`config.mk`:
```
export PLATFORM = sky130hd
export DESIGN_NAME = modem_control_status_baud
export DESIGN_NICKNAME = d
export VERILOG_FILES = /design/src/verilog/modem_ctl_pkg.sv /design/src/verilog/baud_divider.sv /design/src/verilog/modem_control_status_baud.sv
export SDC_FILE = /design/constraint.sdc
export NUM_CORES = 1
export LEC_CHECK = 0
export ABC_AREA = 1
export BUFFER_PORTS_ARGS = -buffer_cell sky130_fd_sc_hd__buf_2
export CORE_UTILIZATION = 30
export CTS_CLUSTER_DIAMETER = 60
export DETAILED_ROUTE_END_ITERATION = 7
export PLACE_DENSITY_LB_ADDON = 0.1
export SYNTH_ARGS = -nofsm -noshare
export SYNTH_HDL_FRONTEND = slang
export SYNTH_SLANG_ARGS = --single-unit
export TNS_END_PERCENT = 20
```
`constraint.sdc`:
```
create_clock -name clk -period 1.9 [get_ports clk]
set_input_delay 0.19 -clock clk [delete_from_list [all_inputs] [get_ports clk]]
set_output_delay 0.19 -clock clk [all_outputs]
set_load 0.02 [all_outputs]
```
`src/verilog/modem_ctl_pkg.sv`:
```
/*
  Shared constants for the modem control, modem status and baud generator block:
  register byte offsets, field positions, reset values and bus response codes.
  Assumes a 32-bit AXI4-Lite register bus with byte addresses, one word per register.
*/
package modem_ctl_pkg;

  // ----------------------------------------------------------------
  // Clock and baud generator figures
  // ----------------------------------------------------------------
  localparam int unsigned CLK_PERIOD_NS   = 50;
  localparam int unsigned CLK_RATE_HZ     = 1000000000 / CLK_PERIOD_NS;
  localparam int unsigned REF_MAX_HZ      = 16000000;
  localparam int unsigned SAMPLE_PER_BAUD = 16;
  localparam int unsigned DIV_W           = 16;

  // ----------------------------------------------------------------
  // Register byte offsets
  // ----------------------------------------------------------------
  localparam int unsigned ADDR_W = 8;
  localparam logic [ADDR_W-1:0] OFF_MODEM_CONTROL = 8'h00;
  localparam logic [ADDR_W-1:0] OFF_MODEM_STATUS  = 8'h04;
  localparam logic [ADDR_W-1:0] OFF_DIV_LOW       = 8'h08;
  localparam logic [ADDR_W-1:0] OFF_DIV_HIGH      = 8'h0c;
  localparam logic [ADDR_W-1:0] OFF_IRQ_STATUS    = 8'h10;
  localparam logic [ADDR_W-1:0] OFF_IRQ_MASK      = 8'h14;

  // ----------------------------------------------------------------
  // Modem control register fields
  // ----------------------------------------------------------------
  localparam int unsigned MC_DTR      = 0;
  localparam int unsigned MC_RTS      = 1;
  localparam int unsigned MC_OUT_ONE  = 2;
  localparam int unsigned MC_OUT_TWO  = 3;
  localparam int unsigned MC_LOOPBACK = 4;
  localparam int unsigned MC_AUTOFLOW = 5;
  localparam int unsigned MC_W        = 6;

  // ----------------------------------------------------------------
  // Modem status register fields (change bits low, line state high)
  // ----------------------------------------------------------------
  localparam int unsigned MS_CTS      = 0;
  localparam int unsigned MS_DSR      = 1;
  localparam int unsigned MS_RI       = 2;
  localparam int unsigned MS_DCD      = 3;
  localparam int unsigned MS_LINE_LSB = 4;

  // ----------------------------------------------------------------
  // Reset values
  // ----------------------------------------------------------------
  localparam logic [MC_W-1:0] RST_MODEM_CONTROL = 6'h00;
  localparam logic [7:0]      RST_DIV_BYTE      = 8'h00;
  localparam logic [3:0]      RST_LINE          = 4'h0;
  localparam logic [3:0]      RST_PIN_LEVEL     = 4'hf;
  localparam logic [3:0]      RST_IRQ_MASK      = 4'h0;
  localparam logic [DIV_W-1:0] RST_BAUD_COUNT   = 16'h0000;

  // ----------------------------------------------------------------
  // AXI4-Lite response codes
  // ----------------------------------------------------------------
  localparam logic [1:0] RESP_OKAY   = 2'h0;
  localparam logic [1:0] RESP_SLVERR = 2'h2;

endpackage

```
`src/verilog/baud_divider.sv`:
```
/*
  Baud divider: counts clock cycles down from the programmed divisor and emits
  one 16x sample tick per divisor cycles.
  Assumes the reload pulse arrives in the same cycle as the new divisor value.
*/
`timescale 1ns/100ps
module baud_divider
  import modem_ctl_pkg::*;
(
  input  wire logic             clk,
  input  wire logic             reset_n,
  input  wire logic             clkEn,
  input  wire logic [DIV_W-1:0] divisor,
  input  wire logic             reload,
  output logic                  baudTick
);

  typedef struct packed {
    logic [DIV_W-1:0] cnt;
    logic             tick;
  } baud_state_t;

  baud_state_t s_r;
  baud_state_t s_nxt;

  // ----------------------------------------------------------------
  // Down counter
  // ----------------------------------------------------------------
  // Zero divisor parks the counter; software must program it first
  always_comb begin
    s_nxt      = s_r;
    s_nxt.tick = 1'b0;
    if (reload) begin
      s_nxt.cnt = divisor;
    end else if (divisor == RST_BAUD_COUNT) begin
      s_nxt.cnt = RST_BAUD_COUNT;
    end else if (s_r.cnt <= 16'h0001) begin
      s_nxt.tick = 1'b1;
      s_nxt.cnt  = divisor;
    end else begin
      s_nxt.cnt = s_r.cnt - 16'h0001;
    end
  end

  // State register, frozen while the clock enable is low
  always_ff @(posedge clk or negedge reset_n) begin
    if (!reset_n) begin
      s_r <= '0;
    end else if (clkEn) begin
      s_r <= s_nxt;
    end
  end

  assign baudTick = s_r.tick;

  // ----------------------------------------------------------------
  // Checks
  // ----------------------------------------------------------------
  baud_tick_a: assert property (@(posedge clk) disable iff (!reset_n)
    (clkEn && !reload && divisor != 16'h0000 && s_r.cnt <= 16'h0001) |=> baudTick)
    else $error("baud tick missing at terminal count");

  baud_reload_a: assert property (@(posedge clk) disable iff (!reset_n)
    (clkEn && reload) |=> (s_r.cnt == $past(divisor) && !baudTick))
    else $error("baud counter not reloaded on divisor write");

endmodule // baud_divider

```
`src/verilog/modem_control_status_baud.sv`:
```
/*
  Modem control, modem status, local loopback and baud generator of a serial
  communications element, with an AXI4-Lite register slave and an interrupt output.
  Assumes the transmitter and receiver sit outside and meet this block at the
  shift register taps; modem pins arrive asynchronously and are synchronised here.
*/
// Decided for this implementation: the register offsets and the AXI4-Lite register port.
// What this block does
// - Control bits 0..3 drive DTR, RTS, output one, output two, low when set.
// - Loopback holds serial output high and feeds transmit shift out to receiver.
// - Loopback ignores modem inputs, routes control bits inside, forces pins high.
// - Loopback modem interrupts come from control bits; enable gating still applies.
// - Bit 5 enables autoflow: with bit 1 both directions, else CTS only.
// - Change bits set on input change; reading status clears all four.
// - CTS change flag interrupts only without autoflow; with autoflow it stays clear.
// - DSR and DCD change flags raise the modem interrupt when enabled.
// - Ring flag sets when the ring input rises low to high.
// - Status bits 4..7 read complements of CTS, DSR, RI, DCD pins.
// - In loopback status bits 4..7 equal control bits 1, 0, 2, 3.
// - Baud generator divides reference by divisor 1..65535 to a 16x tick.
// - Divisor held in two byte latches; writing either reloads the counter.
`timescale 1ns/100ps
module modem_control_status_baud
  import modem_ctl_pkg::*;
(
  input  wire logic              clk,
  input  wire logic              reset_n,
  input  wire logic              clkEn,
  // AXI4-Lite slave
  input  wire logic [ADDR_W-1:0] awaddr,
  input  wire logic              awvalid,
  output logic                   awready,
  input  wire logic [31:0]       wdata,
  input  wire logic [3:0]        wstrb,
  input  wire logic              wvalid,
  output logic                   wready,
  output logic [1:0]             bresp,
  output logic                   bvalid,
  input  wire logic              bready,
  input  wire logic [ADDR_W-1:0] araddr,
  input  wire logic              arvalid,
  output logic                   arready,
  output logic [31:0]            rdata,
  output logic [1:0]             rresp,
  output logic                   rvalid,
  input  wire logic              rready,
  // Modem pins, active low
  input  wire logic              ctsN,
  input  wire logic              dsrN,
  input  wire logic              riN,
  input  wire logic              dcdN,
  output logic                   dtrN,
  output logic                   rtsN,
  output logic                   userOutputOneN,
  output logic                   userOutputTwoN,
  // Serial pins and shift register taps
  input  wire logic              serialIn,
  output logic                   serialOut,
  input  wire logic              transmitShiftOut,
  output logic                   receiveShiftIn,
  // Link to interrupt and flow logic outside
  input  wire logic              modemIntEnable,
  output logic                   modemStatusIrq,
  output logic                   autoRtsEnable,
  output logic                   autoCtsEnable,
  output logic                   baudTick,
  output logic                   irq
);

  typedef struct packed {
    logic [MC_W-1:0]   ctrl;
    logic [7:0]        divLow;
    logic [7:0]        divHigh;
    logic              reload;
    logic [3:0]        delta;
    logic [3:0]        lineNow;
    logic [3:0]        pinSync1;
    logic [3:0]        pinSync2;
    logic              rxPinSync1;
    logic              rxPinSync2;
    logic [3:0]        pinOut;
    logic [3:0]        irqStat;
    logic [3:0]        irqMask;
    logic              awHeld;
    logic [ADDR_W-1:0] awAddr;
    logic              wHeld;
    logic [7:0]        wByte;
    logic              wLane0;
    logic              bvalid;
    logic [1:0]        bresp;
    logic              rvalid;
    logic [7:0]        rByte;
    logic [1:0]        rresp;
  } modem_state_t;

  modem_state_t s_r;
  modem_state_t s_nxt;

  // Bus handshakes, gated so that a frozen block never takes a beat
  logic awTake;
  logic wTake;
  logic arTake;
  logic doWrite;
  logic [3:0] lineNxt;
  logic [3:0] lineChange;
  logic [3:0] deltaSet;
  logic       loopNxt;

  assign awready = clkEn && !s_r.awHeld;
  assign wready  = clkEn && !s_r.wHeld;
  assign arready = clkEn && !s_r.rvalid;
  assign awTake  = awvalid && awready;
  assign wTake   = wvalid && wready;
  assign arTake  = arvalid && arready;
  assign doWrite = s_r.awHeld && s_r.wHeld && !s_r.bvalid;

  // ----------------------------------------------------------------
  // Register read decode
  // ----------------------------------------------------------------
  function automatic logic [8:0] read_reg(input logic [ADDR_W-1:0] a, input modem_state_t s);
    logic [8:0] r;
    r = {1'b0, 8'h00};
    unique case (a)
      OFF_MODEM_CONTROL: r = {1'b1, 2'b00, s.ctrl};
      OFF_MODEM_STATUS:  r = {1'b1, s.lineNow, s.delta};
      OFF_DIV_LOW:       r = {1'b1, s.divLow};
      OFF_DIV_HIGH:      r = {1'b1, s.divHigh};
      OFF_IRQ_STATUS:    r = {1'b1, 4'h0, s.irqStat};
      OFF_IRQ_MASK:      r = {1'b1, 4'h0, s.irqMask};
      default:           r = {1'b0, 8'h00};
    endcase
    return r;
  endfunction

  // ----------------------------------------------------------------
  // Next state
  // ----------------------------------------------------------------
  always_comb begin
    logic [8:0] rd;
    logic       wrHit;
    rd    = 9'h000;
    wrHit = 1'b0;
    s_nxt = s_r;

    // Two-stage synchronisers on every pin input
    s_nxt.pinSync1 = {dcdN, riN, dsrN, ctsN};
    s_nxt.pinSync2 = s_r.pinSync1;
    s_nxt.rxPinSync1 = serialIn;
    s_nxt.rxPinSync2 = s_r.rxPinSync1;

    // Write address and data are caught independently, in either order
    if (awTake) begin
      s_nxt.awHeld = 1'b1;
      s_nxt.awAddr = awaddr;
    end
    if (wTake) begin
      s_nxt.wHeld  = 1'b1;
      s_nxt.wByte  = wdata[7:0];
      s_nxt.wLane0 = wstrb[0];
    end
    if (bvalid && bready) begin
      s_nxt.bvalid = 1'b0;
    end

    // Register write once both halves are held; upper byte lanes carry nothing
    s_nxt.reload = 1'b0;
    if (doWrite) begin
      s_nxt.awHeld = 1'b0;
      s_nxt.wHeld  = 1'b0;
      s_nxt.bvalid = 1'b1;
      s_nxt.bresp  = RESP_OKAY;
      unique case (s_r.awAddr)
        OFF_MODEM_CONTROL: begin
          wrHit = 1'b1;
          if (s_r.wLane0) begin
            s_nxt.ctrl = s_r.wByte[MC_W-1:0];
          end
        end
        OFF_MODEM_STATUS: begin
          wrHit = 1'b1;
        end
        OFF_DIV_LOW: begin
          wrHit = 1'b1;
          if (s_r.wLane0) begin
            s_nxt.divLow = s_r.wByte;
            s_nxt.reload = 1'b1;
          end
        end
        OFF_DIV_HIGH: begin
          wrHit = 1'b1;
          if (s_r.wLane0) begin
            s_nxt.divHigh = s_r.wByte;
            s_nxt.reload  = 1'b1;
          end
        end
        OFF_IRQ_STATUS: begin
          wrHit = 1'b1;
          if (s_r.wLane0) begin
            s_nxt.irqStat = s_r.irqStat & ~s_r.wByte[3:0];
          end
        end
        OFF_IRQ_MASK: begin
          wrHit = 1'b1;
          if (s_r.wLane0) begin
            s_nxt.irqMask = s_r.wByte[3:0];
          end
        end
        default: wrHit = 1'b0;
      endcase
      if (!wrHit) begin
        s_nxt.bresp = RESP_SLVERR;
      end
    end

    // Read: data captured from the current state, answer the next cycle
    if (rvalid && rready) begin
      s_nxt.rvalid = 1'b0;
    end
    if (arTake) begin
      rd           = read_reg(araddr, s_r);
      s_nxt.rvalid = 1'b1;
      s_nxt.rByte  = rd[7:0];
      s_nxt.rresp  = rd[8] ? RESP_OKAY : RESP_SLVERR;
      if (araddr == OFF_MODEM_STATUS) begin
        s_nxt.delta = 4'h0;
      end
    end

    // Line state: control bits stand in for the pins during loopback
    loopNxt = s_nxt.ctrl[MC_LOOPBACK];
    if (loopNxt) begin
      s_nxt.lineNow = {s_nxt.ctrl[MC_OUT_TWO], s_nxt.ctrl[MC_OUT_ONE],
                       s_nxt.ctrl[MC_DTR], s_nxt.ctrl[MC_RTS]};
    end else begin
      s_nxt.lineNow = ~s_r.pinSync2;
    end
    // Change detection against the value last registered, kept in here to avoid a loop
    lineNxt    = s_nxt.lineNow;
    lineChange = lineNxt ^ s_r.lineNow;
    deltaSet   = {lineChange[MS_DCD],
                  s_r.lineNow[MS_RI] && !lineNxt[MS_RI],
                  lineChange[MS_DSR],
                  lineChange[MS_CTS] && !s_nxt.ctrl[MC_AUTOFLOW]};

    // Event set wins over the read clear in the same cycle
    s_nxt.delta = s_nxt.delta | deltaSet;
    if (s_nxt.ctrl[MC_AUTOFLOW]) begin
      s_nxt.delta[MS_CTS] = 1'b0;
    end
    s_nxt.irqStat = s_nxt.irqStat | deltaSet;

    // Pins: low while the bit is set, forced high in loopback
    if (loopNxt) begin
      s_nxt.pinOut = 4'hf;
    end else begin
      s_nxt.pinOut = ~s_nxt.ctrl[MC_OUT_TWO:MC_DTR];
    end
  end

  // State register, frozen while the clock enable is low
  always_ff @(posedge clk or negedge reset_n) begin
    if (!reset_n) begin
      s_r          <= '0;
      s_r.ctrl     <= RST_MODEM_CONTROL;
      s_r.divLow   <= RST_DIV_BYTE;
      s_r.divHigh  <= RST_DIV_BYTE;
      s_r.lineNow  <= RST_LINE;
      s_r.pinSync1 <= RST_PIN_LEVEL;
      s_r.pinSync2 <= RST_PIN_LEVEL;
      s_r.rxPinSync1 <= 1'b1;
      s_r.rxPinSync2 <= 1'b1;
      s_r.pinOut   <= RST_PIN_LEVEL;
      s_r.irqMask  <= RST_IRQ_MASK;
    end else if (clkEn) begin
      s_r <= s_nxt;
    end
  end

  // ----------------------------------------------------------------
  // Outputs
  // ----------------------------------------------------------------
  assign bvalid = s_r.bvalid;
  assign bresp  = s_r.bresp;
  assign rvalid = s_r.rvalid;
  assign rresp  = s_r.rresp;
  assign rdata  = {24'h000000, s_r.rByte};

  assign {userOutputTwoN, userOutputOneN, rtsN, dtrN} = s_r.pinOut;

  // Loopback mux; the loopback and transmit paths stay combinational, serial input comes through its two-stage synchroniser
  assign serialOut      = s_r.ctrl[MC_LOOPBACK] ? 1'b1 : transmitShiftOut;
  assign receiveShiftIn = s_r.ctrl[MC_LOOPBACK] ? transmitShiftOut : s_r.rxPinSync2;

  assign autoCtsEnable = s_r.ctrl[MC_AUTOFLOW];
  assign autoRtsEnable = s_r.ctrl[MC_AUTOFLOW] && s_r.ctrl[MC_RTS];

  // CTS change is masked here too, so autoflow can never leak an interrupt
  assign modemStatusIrq = modemIntEnable && (|s_r.delta[MS_DCD:MS_DSR] ||
                          (s_r.delta[MS_CTS] && !s_r.ctrl[MC_AUTOFLOW]));
  assign irq = |(s_r.irqStat & s_r.irqMask);

  // ----------------------------------------------------------------
  // Baud generator
  // ----------------------------------------------------------------
  // Reference clock is the block clock; REF_MAX_HZ is declared but nothing here checks against it
  baud_divider baud_gen (
    .clk      (clk),
    .reset_n  (reset_n),
    .clkEn    (clkEn),
    .divisor  ({s_r.divHigh, s_r.divLow}),
    .reload   (s_r.reload),
    .baudTick (baudTick)
  );

  // ----------------------------------------------------------------
  // Checks
  // ----------------------------------------------------------------
  pin_drive_a: assert property (@(posedge clk) disable iff (!reset_n)
    !s_r.ctrl[MC_LOOPBACK] |-> ({userOutputTwoN, userOutputOneN, rtsN, dtrN} == ~s_r.ctrl[3:0]))
    else $error("modem output pin does not follow control bit");

  loop_pins_a: assert property (@(posedge clk) disable iff (!reset_n)
    s_r.ctrl[MC_LOOPBACK] |-> (dtrN && rtsN && userOutputOneN && userOutputTwoN))
    else $error("modem output pin not high in loopback");

  loop_serial_a: assert property (@(posedge clk) disable iff (!reset_n)
    s_r.ctrl[MC_LOOPBACK] |-> (serialOut && receiveShiftIn == transmitShiftOut))
    else $error("serial loopback path wrong");

  auto_flow_a: assert property (@(posedge clk) disable iff (!reset_n)
    autoCtsEnable == s_r.ctrl[MC_AUTOFLOW] && autoRtsEnable == (s_r.ctrl[5] && s_r.ctrl[1]))
    else $error("autoflow configuration wrong");

  read_clear_a: assert property (@(posedge clk) disable iff (!reset_n)
    (clkEn && arTake && araddr == OFF_MODEM_STATUS && deltaSet == 4'h0) |=> s_r.delta == 4'h0)
    else $error("status read did not clear change bits");

  cts_quiet_a: assert property (@(posedge clk) disable iff (!reset_n)
    (clkEn && s_nxt.ctrl[MC_AUTOFLOW]) |=> !s_r.delta[MS_CTS])
    else $error("cts change set while autoflow on");

  modem_irq_a: assert property (@(posedge clk) disable iff (!reset_n)
    (modemIntEnable && $rose(s_r.delta[MS_DSR] || s_r.delta[MS_DCD])) |-> modemStatusIrq)
    else $error("dsr or dcd change raised no interrupt");

  ring_edge_a: assert property (@(posedge clk) disable iff (!reset_n)
    (clkEn && s_r.lineNow[MS_RI] && !lineNxt[MS_RI]) |=> s_r.delta[MS_RI])
    else $error("ring trailing edge not flagged");

  loop_status_a: assert property (@(posedge clk) disable iff (!reset_n)
    s_r.ctrl[MC_LOOPBACK] |-> s_r.lineNow == {s_r.ctrl[3], s_r.ctrl[2], s_r.ctrl[0], s_r.ctrl[1]})
    else $error("loopback line state does not mirror control bits");

  pin_status_a: assert property (@(posedge clk) disable iff (!reset_n)
    (clkEn && !s_nxt.ctrl[MC_LOOPBACK]) |=> s_r.lineNow == ~$past(s_r.pinSync2))
    else $error("line state is not the pin complement");

  irq_set_a: assert property (@(posedge clk) disable iff (!reset_n)
    (clkEn && deltaSet != 4'h0) |=> ((s_r.irqStat & $past(deltaSet)) == $past(deltaSet)))
    else $error("change event did not set interrupt status");

endmodule // modem_control_status_baud

```
Word level (Yosys, flattened, before mapping)
Cells that the tools add are included.
{ "word_totals": {"regBits": 103, "input_bits": 67, "output_inout_bits": 52, "elab_cells": 129} }
{ "classes": {"addsub": 1, "n_lt_le_gt_ge": 1, "n_eq_ne": 10, "mux": 40, "bitwise_logic": 8, "n_reduce_logical": 44} }
{ "op_table": {"columns": ["operator", "n"], "rows": [
  ["$pmux 9 s6", 1],
  ["$mux 16", 3],
  ["$mux 9", 4],
  ["$eq 8x4->1 const B", 4],
  ["$eq 8x5->1 const B", 4],
  ["$mux 4", 8],
  ["$mux 8", 3],
  ["$mux 23", 1],
  ["$eq 8x3->1 const B", 2],
  ["$le 16x1->1 const B", 1],
  ["$logic_not 16->1", 1],
  ["$logic_not 8->1", 2],
  ["$reduce_and 2->1", 8],
  ["$sub 16x1->16 const B", 1],
  ["$logic_and 1x1->1", 15],
  ["$mux 1", 12],
  ["$mux 6", 2],
  ["$not 4->4", 3],
  ["$reduce_and 4->1", 3],
  ["$mux 11", 1],
  ["$mux 10", 1],
  ["$and 4x4->4", 2],
  ["$or 4x4->4", 2],
  ["$reduce_bool 2->1", 4],
  ["other kinds (9)", 16]
]} }

Longest topological paths before layout
{ "logic_depth": {"ltp_word": 8, "ltp_mapped": 13, "mapped_depth_nobuf": 13} }

By module
From an unflattened synthesis, not the netlist that was laid out.
{ "hier_totals": {"hier_cells": 753, "hier_area_um2": 5873.1} }
{ "modules_own_cells": {"columns": ["mod", "n_inst", "cells_per_inst", "area_each_um2", "seq_area_each_um2"], "rows": [
  ["modem_control_status_baud", 1, 513, 4359.2, 2119.5],
  ["baud_divider", 1, 240, 1514.0, 425.4]
]} }

Least setup slack after synthesis
Ideal clock, no wire load.
{ "synth_timing": {"path_kind": "reg2reg", "from": "reg baud_gen.s_r[1] in the netlist's numbering", "to": "reg baud_gen.s_r[3] in the netlist's numbering", "setup_time_ns": 0.124, "arrival_time_ns": 1.482, "required_time_ns": 1.776, "path_slack_ns": 0.294, "stages_incl_launch_ff": 13, "n_path_buf": 1, "period_less_slack_ns": 1.606, "path_cell_list": "dfrtp_1 > inv_1 > ha_1 > nand2_2 > nor2_4 > nand2_1 > nand2_2 > nand2_4 > nand2_4 > buf_6 > nand2_1 > o211ai_1 > nand2_1"} }
{ "synth_via": {"elab_chain_len": 4, "elab_cells_between_ends": 5, "classes_between": "add/sub: 1; order compare: 1; mux: 3"} }
{ "synth_rtl": {"columns": ["element", "line", "rtl"], "rows": [
  ["start: declaration", "baud_divider.sv:23", "baud_state_t s_r;"],
  ["start signal: assignment", "baud_divider.sv:50", "s_r <= s_nxt;"],
  ["$sub 16x1->16 or $le 16x1->1 (tied branches)", "baud_divider.sv:41, baud_divider.sv:37", null],
  ["$mux 16 (*)", "baud_divider.sv:37", "end else if (s_r.cnt <= 16'h0001) begin"],
  ["$mux 16 (*)", "baud_divider.sv:35", "end else if (divisor == RST_BAUD_COUNT) begin"],
  ["$mux 16 (*)", "baud_divider.sv:33", "if (reload) begin"]
]} }
Mark *: on every way between the ends. The rest lies on a longest branch, timed or not.
A chain may end at the register's enable or synchronous reset.

Worst setup path after layout
{ "layout_timing": {"from": "reg baud_gen.s_r[1] in the netlist's numbering", "to": "reg baud_gen.s_r[10] in the netlist's numbering"} }
The elaborated chain is that of the path after synthesis.

==> metrics.csv <==
metric;value;unit
run_status;finished clean;
worstPathRequired;2.15;ns
rows;49;
setup_ws;0.1532;ns
finalSetupTns;0;ns
grt_pass1_vias;4689;
fin_crit;1.747;ns
clock_sinks;101;
place.gp.congestion;0.8432;
dp_hpwl;11.59;mm
max_freq;572.5;MHz
cts_tree;yes;
ir_worst_vdd;0.4666;mV
synthFlopType;dfrtp_1;
hold_viol_final;0;
switching_share;0.4093;
worst-setup-path-type;reg -> reg;
drive_gt1_frac;0.2137;
p_int;4929;uW
path_clk_slew;0.07;ns
wl;15.27;mm
vias;4709;
post_cts_buffers;0;
ios;119;
grt_usage;0.1674;
clockRootBuffer;clkbuf_16;
die_y;139.4;um
final_common_cell;nand2_1;
worstPathArrival;2.00;ns
grt_start_max_net_pins;40;
skew;0.007296;ns
clock_latency;0.36;ns
grt_pass1_wl;25.08;mm
netlist_area;5662;um2
maxCapViolCount;0;
syn_inst;716;
htreeDepth;3;
async_flop_share;1.000;
power.density;1280;nW/um2
start_util;0.3109;
maxSlewHeadroom;0.5647;
fin_crit_sh;0.9194;
yosysWarnings;0;
die_area;19430;um2
setup_violations;0;
path_max_fanout;9;
area_growth;15.16;%
port_buffers;65;
cts_buffers;9;
avgSynthCellArea;7.907;um2
clkPwrFrac;0.232;
place_ws;0.1596;ns
ff_latch_area;2545;um2
worstHoldPathType;in -> reg;
worst_pin_slew;0.6469;ns
sequentialPowerShare;0.387;
viasPerCell;4.639;
drt_iter0_drc;291;
ys_ff_latch;101;
antenna_found_initial;0;
rsz0062_at_grt;false;
nets;850;
p_comb_frac;0.381;
cp-end-kind;flop;
p_sw;3415;uW
die_w;139.4;um
n_fill_cell;1930;
grt_overflow_total;0;
layout_common_cells;nand2_1, inv_1, dfrtp_1;
max-clock-path-buffers;2;
multi_input_area;2515;um2
seq_area_frac_synth;0.4495;
yosysUniqueCellTypes;48;
drtAntennaViolNets;0;
coreArea;18210;um2
drc;0;
dr.pass1.iters;5;
crit_path_start_kind;flop;
synth_edf_count;0;
leakage;0.003414;uW
wl_per_cell;15.04;um
antenna_cells;0;
slew_violations;0;
worst-r2r-setup-slack;0.15;ns
[timing repair]
action,in CTS,in global routing
resized for setup,0,4
setup endpoints to repair,0,6
endpoints found under the hold margin,28,0
hold buffers,1,0
[cells in the mapped netlist, types with 2 or more instances]
| library cell | instances | share of area |
|---|---|---|
| nand4_1 | 10 | 0.011 |
| o21bai_1 | 3 | 0.0040 |
| clkbuf_1 | 8 | 0.0053 |
| a31oi_1 | 2 | 0.0022 |
| nor2_2 | 11 | 0.012 |
| dfstp_2 | 14 | 0.065 |
| buf_1 | 2 | 0.0013 |
| nand3_2 | 3 | 0.0053 |
| mux2_2 | 8 | 0.016 |
| buf_4 | 36 | 0.048 |
| xor2_1 | 9 | 0.014 |
| nor2_1 | 70 | 0.046 |
| inv_1 | 88 | 0.058 |
| nor3_1 | 3 | 0.0027 |
| o22ai_1 | 11 | 0.012 |
| o21ai_1 | 2 | 0.0018 |
| ha_1 | 2 | 0.0044 |
| mux2i_1 | 6 | 0.011 |
| or2_2 | 6 | 0.0066 |
| inv_2 | 4 | 0.0027 |
| buf_6 | 3 | 0.0060 |
| a21oi_2 | 3 | 0.0046 |
| a21oi_1 | 43 | 0.038 |
| o211ai_1 | 3 | 0.0040 |
| nand2_2 | 5 | 0.0055 |
| o21ai_0 | 32 | 0.028 |
| nand2_4 | 7 | 0.014 |
| nor2_4 | 4 | 0.0080 |
| nand3_1 | 33 | 0.029 |
| dfrtp_1 | 87 | 0.38 |
| a21boi_0 | 3 | 0.0040 |
| buf_2 | 6 | 0.0053 |
| nand2_1 | 174 | 0.12 |
[routing by layer]
layer / track usage / vias up / share of wire
li1: - / 2341 / -
met1: 0.2207 / 2215 / 0.46
met2: 0.2729 / 138 / 0.47
met3: 0.03682 / 15 / 0.050
met4: 0.05146 / 0 / 0.015
met5: 0 / - / 0
[metrics by stage]
stage                     hold WS [ns]  instances  cell area [um2]  utilization  power (uW)
after floorplan                -0.1056        741             5756            -        5467
after global placement          0.1690        998             6171       0.3389        6366
after detailed placement        0.1678        998             6171       0.3389        6393
after CTS                     0.009181       1015             6492       0.3566        8373
after global routing          0.009346       1015             6520       0.3581        8981
final                          0.02070       1015             6520       0.3581        8344
[power groups by stage]
stage	Sequential (uW)	Clock, uW	Combinational (uW)
after global placement	3260	0	3110
after detailed placement	3270	0	3120
after floorplan	3140	0	2330
final	3230	1940	3180
after CTS	3230	1990	3150
after global routing	3310	2080	3590
[layout make-up]
cell class	count	share of cell area
Inverter	93	0.05392
Sequential cell	101	0.3903
Timing Repair Buffer	84	0.07830
Clock inverter	4	0.005181
Tap cell	229	0.04395
Multi-Input combinational cell	492	0.3857
Clock buffer	12	0.04260
[registers in the layout (all words and copies together), names as in the netlist]
| signal | cells |
|---|---|
| autoCtsEnable | 1 |
| baud_gen.baudTick | 1 |
| baud_gen.s_r | 16 |
| bresp | 1 |
| bvalid | 1 |
| dtrN | 1 |
| rdata | 8 |
| rresp | 1 |
| rtsN | 1 |
| rvalid | 1 |
| s_nxt | 5 |
| s_r | 62 |
| userOutputOneN | 1 |
| userOutputTwoN | 1 |
[logic make-up (layout without fill, tap and decap cells)]
kind of cell / after synthesis / in the layout / synth area share
AO/OA/AOI/OAI: 107 / 107 / 0.1063
XOR/XNOR: 10 / 10 / 0.01547
adder cells (fa/ha/maj): 2 / 2 / 0.004419
buffers and inverters: 148 / 193 / 0.1277
flip-flops: 101 / 101 / 0.4495
multiplexers: 14 / 14 / 0.02652
other: 1 / 26 / 0.0006623
AND/OR/NAND/NOR: 333 / 333 / 0.2694
[worst paths after layout]
kind / from / end / depth (start not counted)
max in group asynchronous: reset_n / s_r[47]$_DFFE_PN1P_ / 3
min in group asynchronous: reset_n / s_r[21]$_DFFE_PN0P_ / 2
worst max register to register: baud_gen.s_r[1]$_DFFE_PN0P_ / baud_gen.s_r[10]$_DFFE_PN0P_ / 13
worst min-delay path: dcdN / s_nxt[50]$_DFFE_PN1P_ / 3
worst min register to register: s_nxt[49]$_DFFE_PN1P_ / s_nxt[49]$_DFFE_PN1P_ / 2
worst max-delay path: baud_gen.s_r[1]$_DFFE_PN0P_ / baud_gen.s_r[10]$_DFFE_PN0P_ / 13
[critical path: stages, from the launching register on]
cell,delay [ns]
dfrtp_1,0.40
inv_1,0.09
ha_1,0.21
nand2_2,0.12
nor2_4,0.10
nand2_1,0.07
nand2_2,0.12
nand2_8,0.10
inv_2,0.13
nor2_4,0.06
nand2_1,0.07
nand3_1,0.07
nand2_1,0.06
inv_1,0.03
No activity file was read; power rests on OpenSTA's default activity.
